<file path="src/rtl/pcs_regs.svh">
`ifndef PCS_REGS_SVH
`define PCS_REGS_SVH

// APB byte addresses
`define PCS_ADDR_LOW_BYTE   12'h000
`define PCS_ADDR_LATCH      12'h004

// Reset values
`define PCS_PC_RESET        13'h0000
`define PCS_LATCH_RESET     5'h00
`define PCS_RDATA_RESET     32'h0000_0000

// Fetch address that an interrupt branch goes to
`define PCS_INT_VECTOR      13'h0004

// Field layout of the upper-address latch and the fetch address
`define PCS_LATCH_HIGH      4:0
`define PCS_LATCH_PAGE      4:3
`define PCS_PC_LOW          7:0
`define PCS_PC_HIGH         12:8
`define PCS_WDATA_LOW       7:0
`define PCS_WDATA_LATCH     4:0

// Zero padding above narrow read data
`define PCS_PAD_LOW_BYTE    24'h00_0000
`define PCS_PAD_LATCH       27'h000_0000

// Stack depth
`define PCS_STACK_DEPTH     8

`endif

</file>
<file path="src/rtl/pcs_pkg.sv">
package pcs_pkg;

	typedef logic [12:0] pcs_addr_t;
	typedef logic [10:0] pcs_target_t;
	typedef logic [4:0]  pcs_latch_t;

	// Source of the next fetch address, in rising priority
	typedef enum logic [2:0] {
		PCS_SEL_HOLD,
		PCS_SEL_INC,
		PCS_SEL_WRITE,
		PCS_SEL_JUMP,
		PCS_SEL_CALL,
		PCS_SEL_RET,
		PCS_SEL_INT
	} pcs_sel_t;

endpackage

</file>
<file path="src/rtl/pcs_stk_if.sv">
`timescale 1ns/1ps

interface pcs_stk_if;
	logic              push;
	logic              pop;
	pcs_pkg::pcs_addr_t push_addr;
	pcs_pkg::pcs_addr_t top_addr;

	modport ctrl (
		output push,
		output pop,
		output push_addr,
		input  top_addr
	);

	modport store (
		input  push,
		input  pop,
		input  push_addr,
		output top_addr
	);
endinterface

</file>
<file path="src/rtl/pcs_core.sv">
// The APB slave port and the placing of the registers were left to the implementer.
`timescale 1ns/1ps
`include "pcs_regs.svh"

module pcs_core #(
	parameter int STACK_DEPTH = `PCS_STACK_DEPTH
) (
	input  wire logic                clk_sys,
	input  wire logic                rst,
	input  wire logic                psel,
	input  wire logic                penable,
	input  wire logic                pwrite,
	input  wire logic [11:0]         paddr,
	input  wire logic [31:0]         pwdata,
	output logic      [31:0]         prdata,
	output wire logic                pready,
	output wire logic                pslverr,
	input  wire logic                fetch_strobe,
	input  wire logic                op_jump,
	input  wire logic                op_call,
	input  wire logic                op_return,
	input  wire logic                int_branch,
	input  wire pcs_pkg::pcs_target_t op_target,
	output pcs_pkg::pcs_addr_t       fetch_addr
);

	pcs_stk_if stk ();

	pcs_stack #(
		.DEPTH (STACK_DEPTH)
	) u_stack (
		.clk_sys (clk_sys),
		.rst     (rst),
		.stk     (stk)
	);

	pcs_pkg::pcs_latch_t latch;
	pcs_pkg::pcs_addr_t  next_fetch_addr;
	logic [31:0]         next_prdata;

	// APB decode
	wire apb_setup  = psel & ~penable;
	wire apb_access = psel & penable;
	wire hit_low    = (paddr == `PCS_ADDR_LOW_BYTE);
	wire hit_latch  = (paddr == `PCS_ADDR_LATCH);
	// Only the low byte and the latch are mapped; stack and pointer never are
	wire addr_ok    = hit_low | hit_latch;
	wire low_wr     = apb_access & pwrite & hit_low;
	wire latch_wr   = apb_access & pwrite & hit_latch;

	// Zero wait states: every access completes in its first access cycle
	assign pready  = 1'b1;
	assign pslverr = apb_access & ~addr_ok;

	// Read data: upper bits 12:8 are deliberately absent from this mux
	assign next_prdata = hit_low   ? {`PCS_PAD_LOW_BYTE, fetch_addr[`PCS_PC_LOW]} :
	                     hit_latch ? {`PCS_PAD_LATCH, latch} :
	                     `PCS_RDATA_RESET;

	// Redirect priority; the decoder is expected to raise one at a time
	wire pcs_pkg::pcs_sel_t sel =
		int_branch   ? pcs_pkg::PCS_SEL_INT   :
		op_return    ? pcs_pkg::PCS_SEL_RET   :
		op_call      ? pcs_pkg::PCS_SEL_CALL  :
		op_jump      ? pcs_pkg::PCS_SEL_JUMP  :
		low_wr       ? pcs_pkg::PCS_SEL_WRITE :
		fetch_strobe ? pcs_pkg::PCS_SEL_INC   :
		               pcs_pkg::PCS_SEL_HOLD;

	// Eleven bits from the opcode, page bits above them from the latch
	wire pcs_pkg::pcs_addr_t branch_target = {latch[`PCS_LATCH_PAGE], op_target};
	// Low-byte write: upper bits only ever come from the latch
	wire pcs_pkg::pcs_addr_t write_target  = {latch[`PCS_LATCH_HIGH], pwdata[`PCS_WDATA_LOW]};
	wire pcs_pkg::pcs_addr_t inc_target    = 13'(fetch_addr + 1'b1);

	// fetch_addr already points past the branching instruction
	assign stk.push      = (sel == pcs_pkg::PCS_SEL_CALL) | (sel == pcs_pkg::PCS_SEL_INT);
	assign stk.pop       = (sel == pcs_pkg::PCS_SEL_RET);
	assign stk.push_addr = fetch_addr;

	always_comb begin
		case (sel)
			pcs_pkg::PCS_SEL_INT:   next_fetch_addr = `PCS_INT_VECTOR;
			pcs_pkg::PCS_SEL_RET:   next_fetch_addr = stk.top_addr;
			pcs_pkg::PCS_SEL_CALL:  next_fetch_addr = branch_target;
			pcs_pkg::PCS_SEL_JUMP:  next_fetch_addr = branch_target;
			pcs_pkg::PCS_SEL_WRITE: next_fetch_addr = write_target;
			pcs_pkg::PCS_SEL_INC:   next_fetch_addr = inc_target;
			default:                next_fetch_addr = fetch_addr;
		endcase
	end

	always_ff @(posedge clk_sys) begin
		if (rst) begin
			fetch_addr <= `PCS_PC_RESET;
		end else begin
			fetch_addr <= next_fetch_addr;
		end
	end

	// Only a software write moves the latch, never a push or pop
	always_ff @(posedge clk_sys) begin
		if (rst) begin
			latch <= `PCS_LATCH_RESET;
		end else if (latch_wr) begin
			latch <= pwdata[`PCS_WDATA_LATCH];
		end
	end

	// Captured in the setup cycle so prdata is a flop in the access cycle
	always_ff @(posedge clk_sys) begin
		if (rst) begin
			prdata <= `PCS_RDATA_RESET;
		end else if (apb_setup && !pwrite) begin
			prdata <= next_prdata;
		end
	end
endmodule

</file>
<file path="src/rtl/pcs_stack.sv">
`timescale 1ns/1ps
`include "pcs_regs.svh"

// Circular return-address store; DEPTH must be a power of two so the
// pointer wraps by itself and a push past DEPTH overwrites the oldest entry.
module pcs_stack #(
	parameter int DEPTH = `PCS_STACK_DEPTH
) (
	input  wire logic clk_sys,
	input  wire logic rst,
	pcs_stk_if.store  stk
);
	localparam int PW = $clog2(DEPTH);

	pcs_pkg::pcs_addr_t mem [DEPTH];
	logic [PW-1:0]      ptr;
	wire  [PW-1:0]      ptr_up   = PW'(ptr + 1'b1);
	wire  [PW-1:0]      ptr_down = PW'(ptr - 1'b1);

	// Pointer lives only here, no software path to it
	assign stk.top_addr = mem[ptr_down];

	always_ff @(posedge clk_sys) begin
		if (rst) begin
			ptr <= '0;
			for (int i = 0; i < DEPTH; i++) begin
				mem[i] <= `PCS_PC_RESET;
			end
		end else if (stk.push) begin
			mem[ptr] <= stk.push_addr;
			ptr      <= ptr_up;
		end else if (stk.pop) begin
			ptr <= ptr_down;
		end
	end

	// Calls arrive with gaps, so count the run of pushes instead of repeating
	logic [PW:0]   push_run;
	logic [PW-1:0] run_base;
	wire           push_run_full = &push_run;

	always_ff @(posedge clk_sys) begin
		if (rst) begin
			push_run <= '0;
			run_base <= '0;
		end else if (stk.push) begin
			if (!push_run_full) begin
				push_run <= (PW+1)'(push_run + 1'b1);
			end
		end else if (stk.pop) begin
			push_run <= '0;
			run_base <= ptr_down;
		end
	end
endmodule

</file>
<file path="config.mk">
export PLATFORM = sky130hd
export DESIGN_NAME = pcs_core
export DESIGN_NICKNAME = d
export VERILOG_FILES = /design/src/rtl/pcs_pkg.sv /design/src/rtl/pcs_stk_if.sv /design/src/rtl/pcs_core.sv /design/src/rtl/pcs_stack.sv
export VERILOG_INCLUDE_DIRS = /design/src /design/src/rtl
export SDC_FILE = /design/constraint.sdc
export NUM_CORES = 1
export LEC_CHECK = 0
export ABC_CLOCK_PERIOD_IN_PS = 2550
export BUFFER_PORTS_ARGS = -buffer_cell sky130_fd_sc_hd__buf_4
export CAP_MARGIN = 5
export CORE_MARGIN = 1.5
export CORE_UTILIZATION = 53
export CTS_BUF_LIST = sky130_fd_sc_hd__clkbuf_2 sky130_fd_sc_hd__clkbuf_4 sky130_fd_sc_hd__clkbuf_8
export DETAILED_ROUTE_END_ITERATION = 12
export PLACE_DENSITY_LB_ADDON = 0.15
export SETUP_SLACK_MARGIN = 0.15
export SLEW_MARGIN = 20
export SYNTH_ARGS = -nofsm -noshare
export SYNTH_HDL_FRONTEND = slang
export SYNTH_HIERARCHICAL = 1
export SYNTH_SLANG_ARGS = --single-unit
</file>
<file path="constraint.sdc">
create_clock -name clk_sys -period 2.55 [get_ports clk_sys]
set_clock_uncertainty 0.15 [all_clocks]
set_input_delay 0.255 -clock clk_sys [delete_from_list [all_inputs] [get_ports clk_sys]]
set_output_delay 0.255 -clock clk_sys [all_outputs]
set_load 0.02 [all_outputs]
</file>
# Word-level counts from Yosys, hierarchy flattened
# Memories as Yosys holds them, arrays and structs flattened.
# Cells that the tools add are included.
# totals
register_bits	53
mem_bits_rw	104
input_bits	65
out_inout_bits	47
n_memories	1
# memory_table
name	depth	word_bits	read_ports	rd_ports_with_merged_regs	wr	line	text
u_stack.mem	8	13	1	0	8	pcs_stack.sv:15	pcs_pkg::pcs_addr_t mem [DEPTH];
# classes
n_addsub	3
eq_ne	7
muxes	19
n_bitwise	10
n_reduce_logical	7
# op_table
cell	n
$pmux 13 s5	1
$mux 3	6
$add 13x1->13 const B	1
$mux 13	1
$reduce_or 13->1	1
$eq 12x3->1 const B	1
$logic_not 12->1	1
$eq 3x3->1 const B	3
$mux 8	1
$mux 1	7
$and 1x1->1	6
$eq 3x2->1 const B	2
$mux 5	1
$reduce_bool 5->1	1
$mux 2	2
$add 3x1->3 const B	1
$eq 3x1->1 const B	1
$sub 3x1->3 const B	1
$not 1->1	2
$or 1x1->1	2
$reduce_bool 2->1	1
$reduce_or 2->1	1
$logic_and 1x1->1	1
$logic_not 1->1	1

# Logic depth before layout (Yosys ltp)
# Gate-level depths: netlist (run 1).
# logic_depth
ltp_word	15
mapped_depth	13
mapped_depth_nobuf	10

# Hierarchy
# The synthesis (run 1) kept the hierarchy.
# by_module_without_submodules
module	n_inst	cells_per_inst	area_per_inst_um2	seq_area_each_um2
pcs_stack	1	391	5148.7	3183.1
pcs_core	1	226	1895.6	520.5

# Worst setup path before layout (run 1)
# OpenSTA, ideal clock, no wires.
# synth_path
path_type	reg-to-reg
from	register u_stack.ptr[0]
to	register fetch_addr[2]
t_arrival_ns	2.522
setup_slack_ns	-0.252
path_stages_with_launch	14
path_buffers	3
period_less_slack_ns	2.802
path_cell_list	dfxtp_1 inv_2 buf_1 ha_1 buf_2 buf_2 mux2i_1 nand3_1 and4_1 a21oi_1 o21ai_0 a31oi_1 a2bb2oi_1 a221oi_2
# synth_between
elab_chain_len	3
# synth_rtl
item	line	text
start: declaration	pcs_stack.sv:16	logic [PW-1:0] ptr;
start signal: assignment	pcs_stack.sv:31	ptr <= ptr_up;
start signal: assignment	pcs_stack.sv:33	ptr <= ptr_down;
$sub 3x1->3	pcs_stack.sv:18	wire [PW-1:0] ptr_down = PW'(ptr - 1'b1);
$mem_v2 8x13	--	
via stk.top_addr[2]	pcs_stk_if.sv:7	pcs_pkg::pcs_addr_t top_addr;
$pmux 13 s5	pcs_core.sv:82	case (sel)
end signal: assignment	pcs_core.sv:95	fetch_addr <= `PCS_PC_RESET;
end signal: assignment	pcs_core.sv:97	fetch_addr <= next_fetch_addr;
end: declaration	pcs_core.sv:24	output pcs_pkg::pcs_addr_t fetch_addr
# The timed path passes the listed nets, and every way through them passes these cells.
# A chain may end at the register's enable or synchronous reset.

# Worst setup path after layout (run 1)
# layout_path
from	register u_stack.ptr[0]
to	register fetch_addr[6]
# The elaborated chain is that of the path after synthesis.

==> results of run 1 <==
[cell type report]
type / count / area (um^2) / area share [%]
multi-input combinational: 440 / 3250 / 37.7
sequential: 133 / 3710 / 43.1
clock inverter: 12 / 115 / 1.34
timing repair buffer: 127 / 1060 / 12.3
tap: 172 / 215 / 2.50
inverter: 7 / 28.8 / 0.334
clock buffer: 18 / 241 / 2.80
[per-layer routing]
layer	vias to the layer above	GRT usage, %	share of wire, %
met5	-	0	0
met1	2532	37.9	41
met4	0	10.9	2.9
met2	291	44.1	47
li1	2434	-	-
met3	40	6.37	8.3
[repair_timing]
action / CTS / global route
gates resized for setup: 29 / 14
pin swaps: 8 / 8
setup buffers: 4 / 3
hold endpoints to repair: 12 / 0
gates cloned: 1 / 0
hold buffers: 12 / 0
endpoints found under the setup margin: 13 / 13
[where the power goes]
part / internal [W] / switching (W)
Clock: 0.000849 / 0.000793
Sequential: 0.00244 / 0.0000783
Combinational: 0.000674 / 0.000810
Total: 0.00397 / 0.00168
[path summary, 6_finish.rpt]
kind / slack, ps / from / to / cells past startpoint
max: 60 / u_stack/ptr[0]$_SDFFE_PP0P_ / fetch_addr[6]$_SDFFE_PP0P_ / 10
min: 30 / op_target[1] / fetch_addr[1]$_SDFFE_PP0P_ / 3
max reg2reg: 60 / u_stack/ptr[0]$_SDFFE_PP0P_ / fetch_addr[6]$_SDFFE_PP0P_ / 10
min reg2reg: 300 / prdata[1]$_SDFFE_PP0P_ / prdata[1]$_SDFFE_PP0P_ / 2
[placed cells by master, fill, tap and decap left out, drive strengths merged, types with 3 or more instances in the layout]
cell / Yosys / final
or2: 11 / 11
ha: 3 / 3
o22ai: 4 / 4
nand3: 68 / 68
o21ai: 4 / 4
dlygate4sd3: 0 / 12
clkbuf: 12 / 18
xnor2: 5 / 5
o211ai: 8 / 8
nand3b: 5 / 5
clkinvlp: 0 / 3
mux2i: 58 / 58
nor2: 24 / 24
conb: 2 / 25
a211o: 4 / 4
a21oi: 11 / 11
nand2b: 5 / 5
edfxtp: 104 / 104
and3: 5 / 5
nand4: 6 / 6
buf: 48 / 114
nor4: 3 / 3
mux2: 5 / 5
and2: 107 / 107
clkinv: 0 / 7
and4: 14 / 14
nor3: 7 / 7
a222oi: 8 / 8
nand2: 22 / 22
dfxtp: 29 / 29
inv: 7 / 7
[critical path, stage by stage (launching register included)]
cell      delay (ps)
dfxtp_4          370
inv_4             40
ha_4             380
buf_12           180
mux2i_4          230
nand3_1          100
and4_1           240
a32o_1           210
a31o_1           200
a32oi_1          160
o211ai_1         100
[flip-flops by register name, summed over array words and instances (netlist names)]
register	flops
u_stack/mem	104
fetch_addr	13
prdata	8
latch	5
u_stack/ptr	3
[stage by stage]
step	utilization, %	TNS, ps
detailed placement	61.1	-192
finish	67.4	0
global placement	61.1	-88.9
floorplan	-	0
global route	67.4	-10.2
CTS	66.6	0
[kinds of logic after synthesis]
family,count (synthesis),synth area share [%]
flip-flops,133,52.6
XOR/XNOR,7,1.08
adder cells (fa/ha/maj),3,0.533
other,2,0.107
buffers and inverters,67,5.74
AO/OA/AOI/OAI,55,6.29
AND/OR/NAND/NOR,287,24.6
multiplexers,63,9.04
==> flow_summary.toml, run 1 <==
[status]
status = "complete, no violations"

[place]
dp_slack_ps = -80.6
place_area_um2 = 7800
hpwl_um = 13300
io_buffers = 62
gp_congestion = 0.991
dp_cells = 859

[cells_and_area]
final_area_um2 = 8610
num-nets-final = 794
diodes = 0
synthToLayoutAreaGrowth_pct = 22.3
drive_gt1_share_pct = 27.3
instances_no_fill = 909
fillers = 956

[synthesis]
synth_edf_count = 104
synthTopCellsByCount = "107 x and2_1, 104 x edfxtp_1, 67 x nand3_1"
ys_ff_latch = 133
syn-cell-area_um2 = 7040
ys_warn_count = 6
synth_top_area_share_pct = 44.3
ys_top_cells_by_area = "edfxtp_1 44%, and2_1 9.5%, dfxtp_1 8.2%"
synth_top_area_cell = "edfxtp_1"
avgSynthCellArea_um2 = 11.4
seq_area_frac_synth_pct = 52.6
synthDistinctLibCells = 68
ys_async_sr_fraction_pct = 0
synth.most_common_cell = "and2_1"
syn_inst = 617
synth_top_flop_cell = "edfxtp_1"

[sta]
period_minus_slack_ps = 2490
hold-worst-slack_ps = 31.3
tightest_slew_ps = 572
rsz0062_at_grt = "true"
slew-limit-headroom_pct = 61.8
finalSetupViolCount = 0
hold_viol = 0
fin_crit_sh_pct = 97.5
fmax_mhz = 402
final.setup.worst_slack_ps = 64.6
maxSlewViolCount = 0

[pwr]
p_per_area_nw_per_um2 = 656
p_leak_nw = 3.33
peakVddDrop_v = 0.000421
finalPower_w = 0.00565

[worst_setup_path]
end_kind = "flop"
arrival_ps = 2660
cp-start-kind = "flop"
worstPathRequired_ps = 2720
path_max_fanout = 8
timing_worst_setup_path_type = "flop to flop"

[global_routing]
antenna_found_initial = 0
grt.total_usage_pct = 28.1
grt_pass1_vias = 4983
grt_max_degree = 33
grt_pass1_wl_um = 28700
overflow = 0

[clock_network]
cts_buffers = 17
root_buffer = "clkbuf_8"
clkLatencyLatePin_ps = 450
cts_tree = "yes"
clock_path_buffers = 2
h-tree-depth = 4
numClockSinks = 133
clkTransAtPathRegs_ps = 80

[floorplanning]
core_area_um2 = 12800
dieArea_um2 = 14000
io_pins = 112
std_cell_rows = 41
die_width_um = 118
initial_core_util_pct = 55.1
fp.dieH_um = 118

[routing]
drtPass1Iterations = 6
ant_nets = 0
drt_wl_total_um = 19100
vias = 5297
remaining_drc_errors = 0
drt_iter0_markers = 518
routed_via_density = 5.83
wl_per_cell_um = 21.0

[run]
maxCapViolCount = 0

[hold_path]
hold_path_class = "input pin to flop"
(Power assumes the default switching activity.)
==> inputs of run 2 (changes only) <==
SETUP_SLACK_MARGIN = 0.5   (was 0.15)
==> run 2 against run 1 <==
- count of clock-buffer cells in the layout did not move
- combinational power rose by 9%
- flip-flop and latch count did not move
- total power rose by 4.6%
- fmax fell by 0.76%
- highest routed layer unchanged
- final cell count rose by 0.55%
==> flow_summary.toml, run 2 (synthesis results as in run 1) <==
[status]
status = "complete, no violations"

[worst_setup_path]
slowest_delay_ps = 390
slowest_stage = "a222oi_1"
crit_buf_inv = 4
arrival_ps = 2680
timing_worst_setup_path_type = "flop to flop"
end_kind = "flop"
worstPathRequired_ps = 2730
critPathLaunch = "u_stack/ptr[0]$_SDFFE_PP0P_"
r2r-start = "u_stack/ptr[0]$_SDFFE_PP0P_"
cp-start-kind = "flop"
path_max_fanout = 8
crit_family = "buffers and inverters"
path_cells = "inv_4, ha_4, buf_12, buf_8, mux2i_4, nand3_1, and4_1, a222oi_1, buf_4, o211ai_2"

[floorplanning]
dieArea_um2 = 14000
fp.dieH_um = 118
die_width_um = 118
core_area_um2 = 12800
initial_core_util_pct = 55.1
std_cell_rows = 41
io_pins = 112

[sta]
finalSetupViolCount = 0
period_minus_slack_ps = 2500
fin_tns_setup_ps = 0
hold-worst-slack_ps = 24.3
fmax_mhz = 399
fin_crit_sh_pct = 98.2
rsz0062_at_grt = "true"
slew-limit-headroom_pct = 51.3
tightest_slew_ps = 729
maxSlewViolCount = 0
hold_viol = 0

[routing]
routed_via_density = 5.86
drtPass1Iterations = 5
remaining_drc_errors = 0
ant_nets = 0
drt_wl_total_um = 19300
wl_per_cell_um = 21.1
drt_iter0_markers = 560
vias = 5352

[cells_and_area]
drive_gt1_share_pct = 30.0
num-nets-final = 797
final_area_um2 = 8790
synthToLayoutAreaGrowth_pct = 24.8
final_common_cell = "buf_4"
largest_reg_flops = 104
fillers = 941
largest_registers = "u_stack/mem (104), fetch_addr (13), prdata (8)"
final_cell_mix = "108 x buf_4, 107 x and2_1, 104 x edfxtp_1"
regMostFlops = "u_stack/mem"

[global_routing]
overflow = 0
antenna_found_initial = 0
grt_max_degree = 33
grt.total_usage_pct = 27.9
grt_pass1_wl_um = 28800
grt_pass1_vias = 5155

[clock_network]
clock_path_buffers = 2
clkLatencyLatePin_ps = 450
clkTransAtPathRegs_ps = 70
h-tree-depth = 4
cts_tree = "yes"
numClockSinks = 133
root_buffer = "clkbuf_8"
cts_buffers = 17

[pwr]
p_per_area_nw_per_um2 = 672
peakVddDrop_v = 0.000440
p_leak_nw = 3.37

[hold_path]
hp-start = "op_target[9]"
hold_path_class = "input pin to flop"

[place]
place_area_um2 = 7780
hpwl_um = 13200
gp_congestion = 0.953
io_buffers = 62

[run]
maxCapViolCount = 0
==> run 2: final timing paths <==
check | end | slack [ps] | cells after the start
worst min register to register | prdata[1]$_SDFFE_PP0P_ | 310 | 2
worst max register to register | fetch_addr[10]$_SDFFE_PP0P_ | 50 | 10
worst max-delay path | fetch_addr[10]$_SDFFE_PP0P_ | 50 | 10
worst min-delay path | fetch_addr[9]$_SDFFE_PP0P_ | 20 | 4
==> run 2: through the flow <==
step	setup WS [ps]	std cells	power (W)	utilization, %
floorplan	150	640	0.00338	-
global placement	-86.4	857	0.00374	60.9
detailed placement	-82.0	857	0.00375	60.9
CTS	85.9	905	0.00572	66.8
global route	-12.5	913	0.00611	68.8
finish	45.5	914	0.00591	68.8
==> run 2: final cells by class <==
| class | instances | area, um^2 | area share, % |
|---|---|---|---|
| diodes | 1 | 2.50 | 0.0285 |
| clock buffers | 18 | 241 | 2.75 |
| clock inverters | 13 | 159 | 1.81 |
| inverters | 7 | 28.8 | 0.327 |
| multi-input cells | 440 | 3300 | 37.5 |
| flip-flops and latches | 133 | 3710 | 42.2 |
| well taps | 172 | 215 | 2.45 |
| repair buffers | 130 | 1130 | 12.9 |
==> run 2: where the power goes <==
group | switching (W) | total, W | internal, W
registers | 0.0000771 | 0.00252 | 0.00244
logic | 0.000843 | 0.00161 | 0.000764
clock network | 0.000812 | 0.00178 | 0.000966
total | 0.00173 | 0.00591 | 0.00417
==> run 2: repair_timing <==
| action | in CTS | in global routing |
|---|---|---|
| cloned | 1 | 1 |
| gates resized for setup | 35 | 28 |
| hold endpoints to repair | 9 | 0 |
| endpoints found under the setup margin | 13 | 13 |
| buffers inserted | 7 | 7 |
| hold buffers | 9 | 0 |
| pin swaps | 9 | 17 |
==> run 2: metal layers <==
metal	wire (um)	track usage [%]	vias up
li1	-	-	2447
met1	7830	36.2	2604
met2	9280	44.7	258
met3	1660	7.19	43
met4	555	11.1	0
met5	0	0	-
==> run 2: worst reg2reg max path, stage by stage, from the launching register on <==
cell,delay (ps)
dfxtp_4,360
inv_4,40
ha_4,290
buf_12,170
buf_8,140
mux2i_4,260
nand3_1,100
and4_1,230
a222oi_1,390
buf_4,200
o211ai_2,70
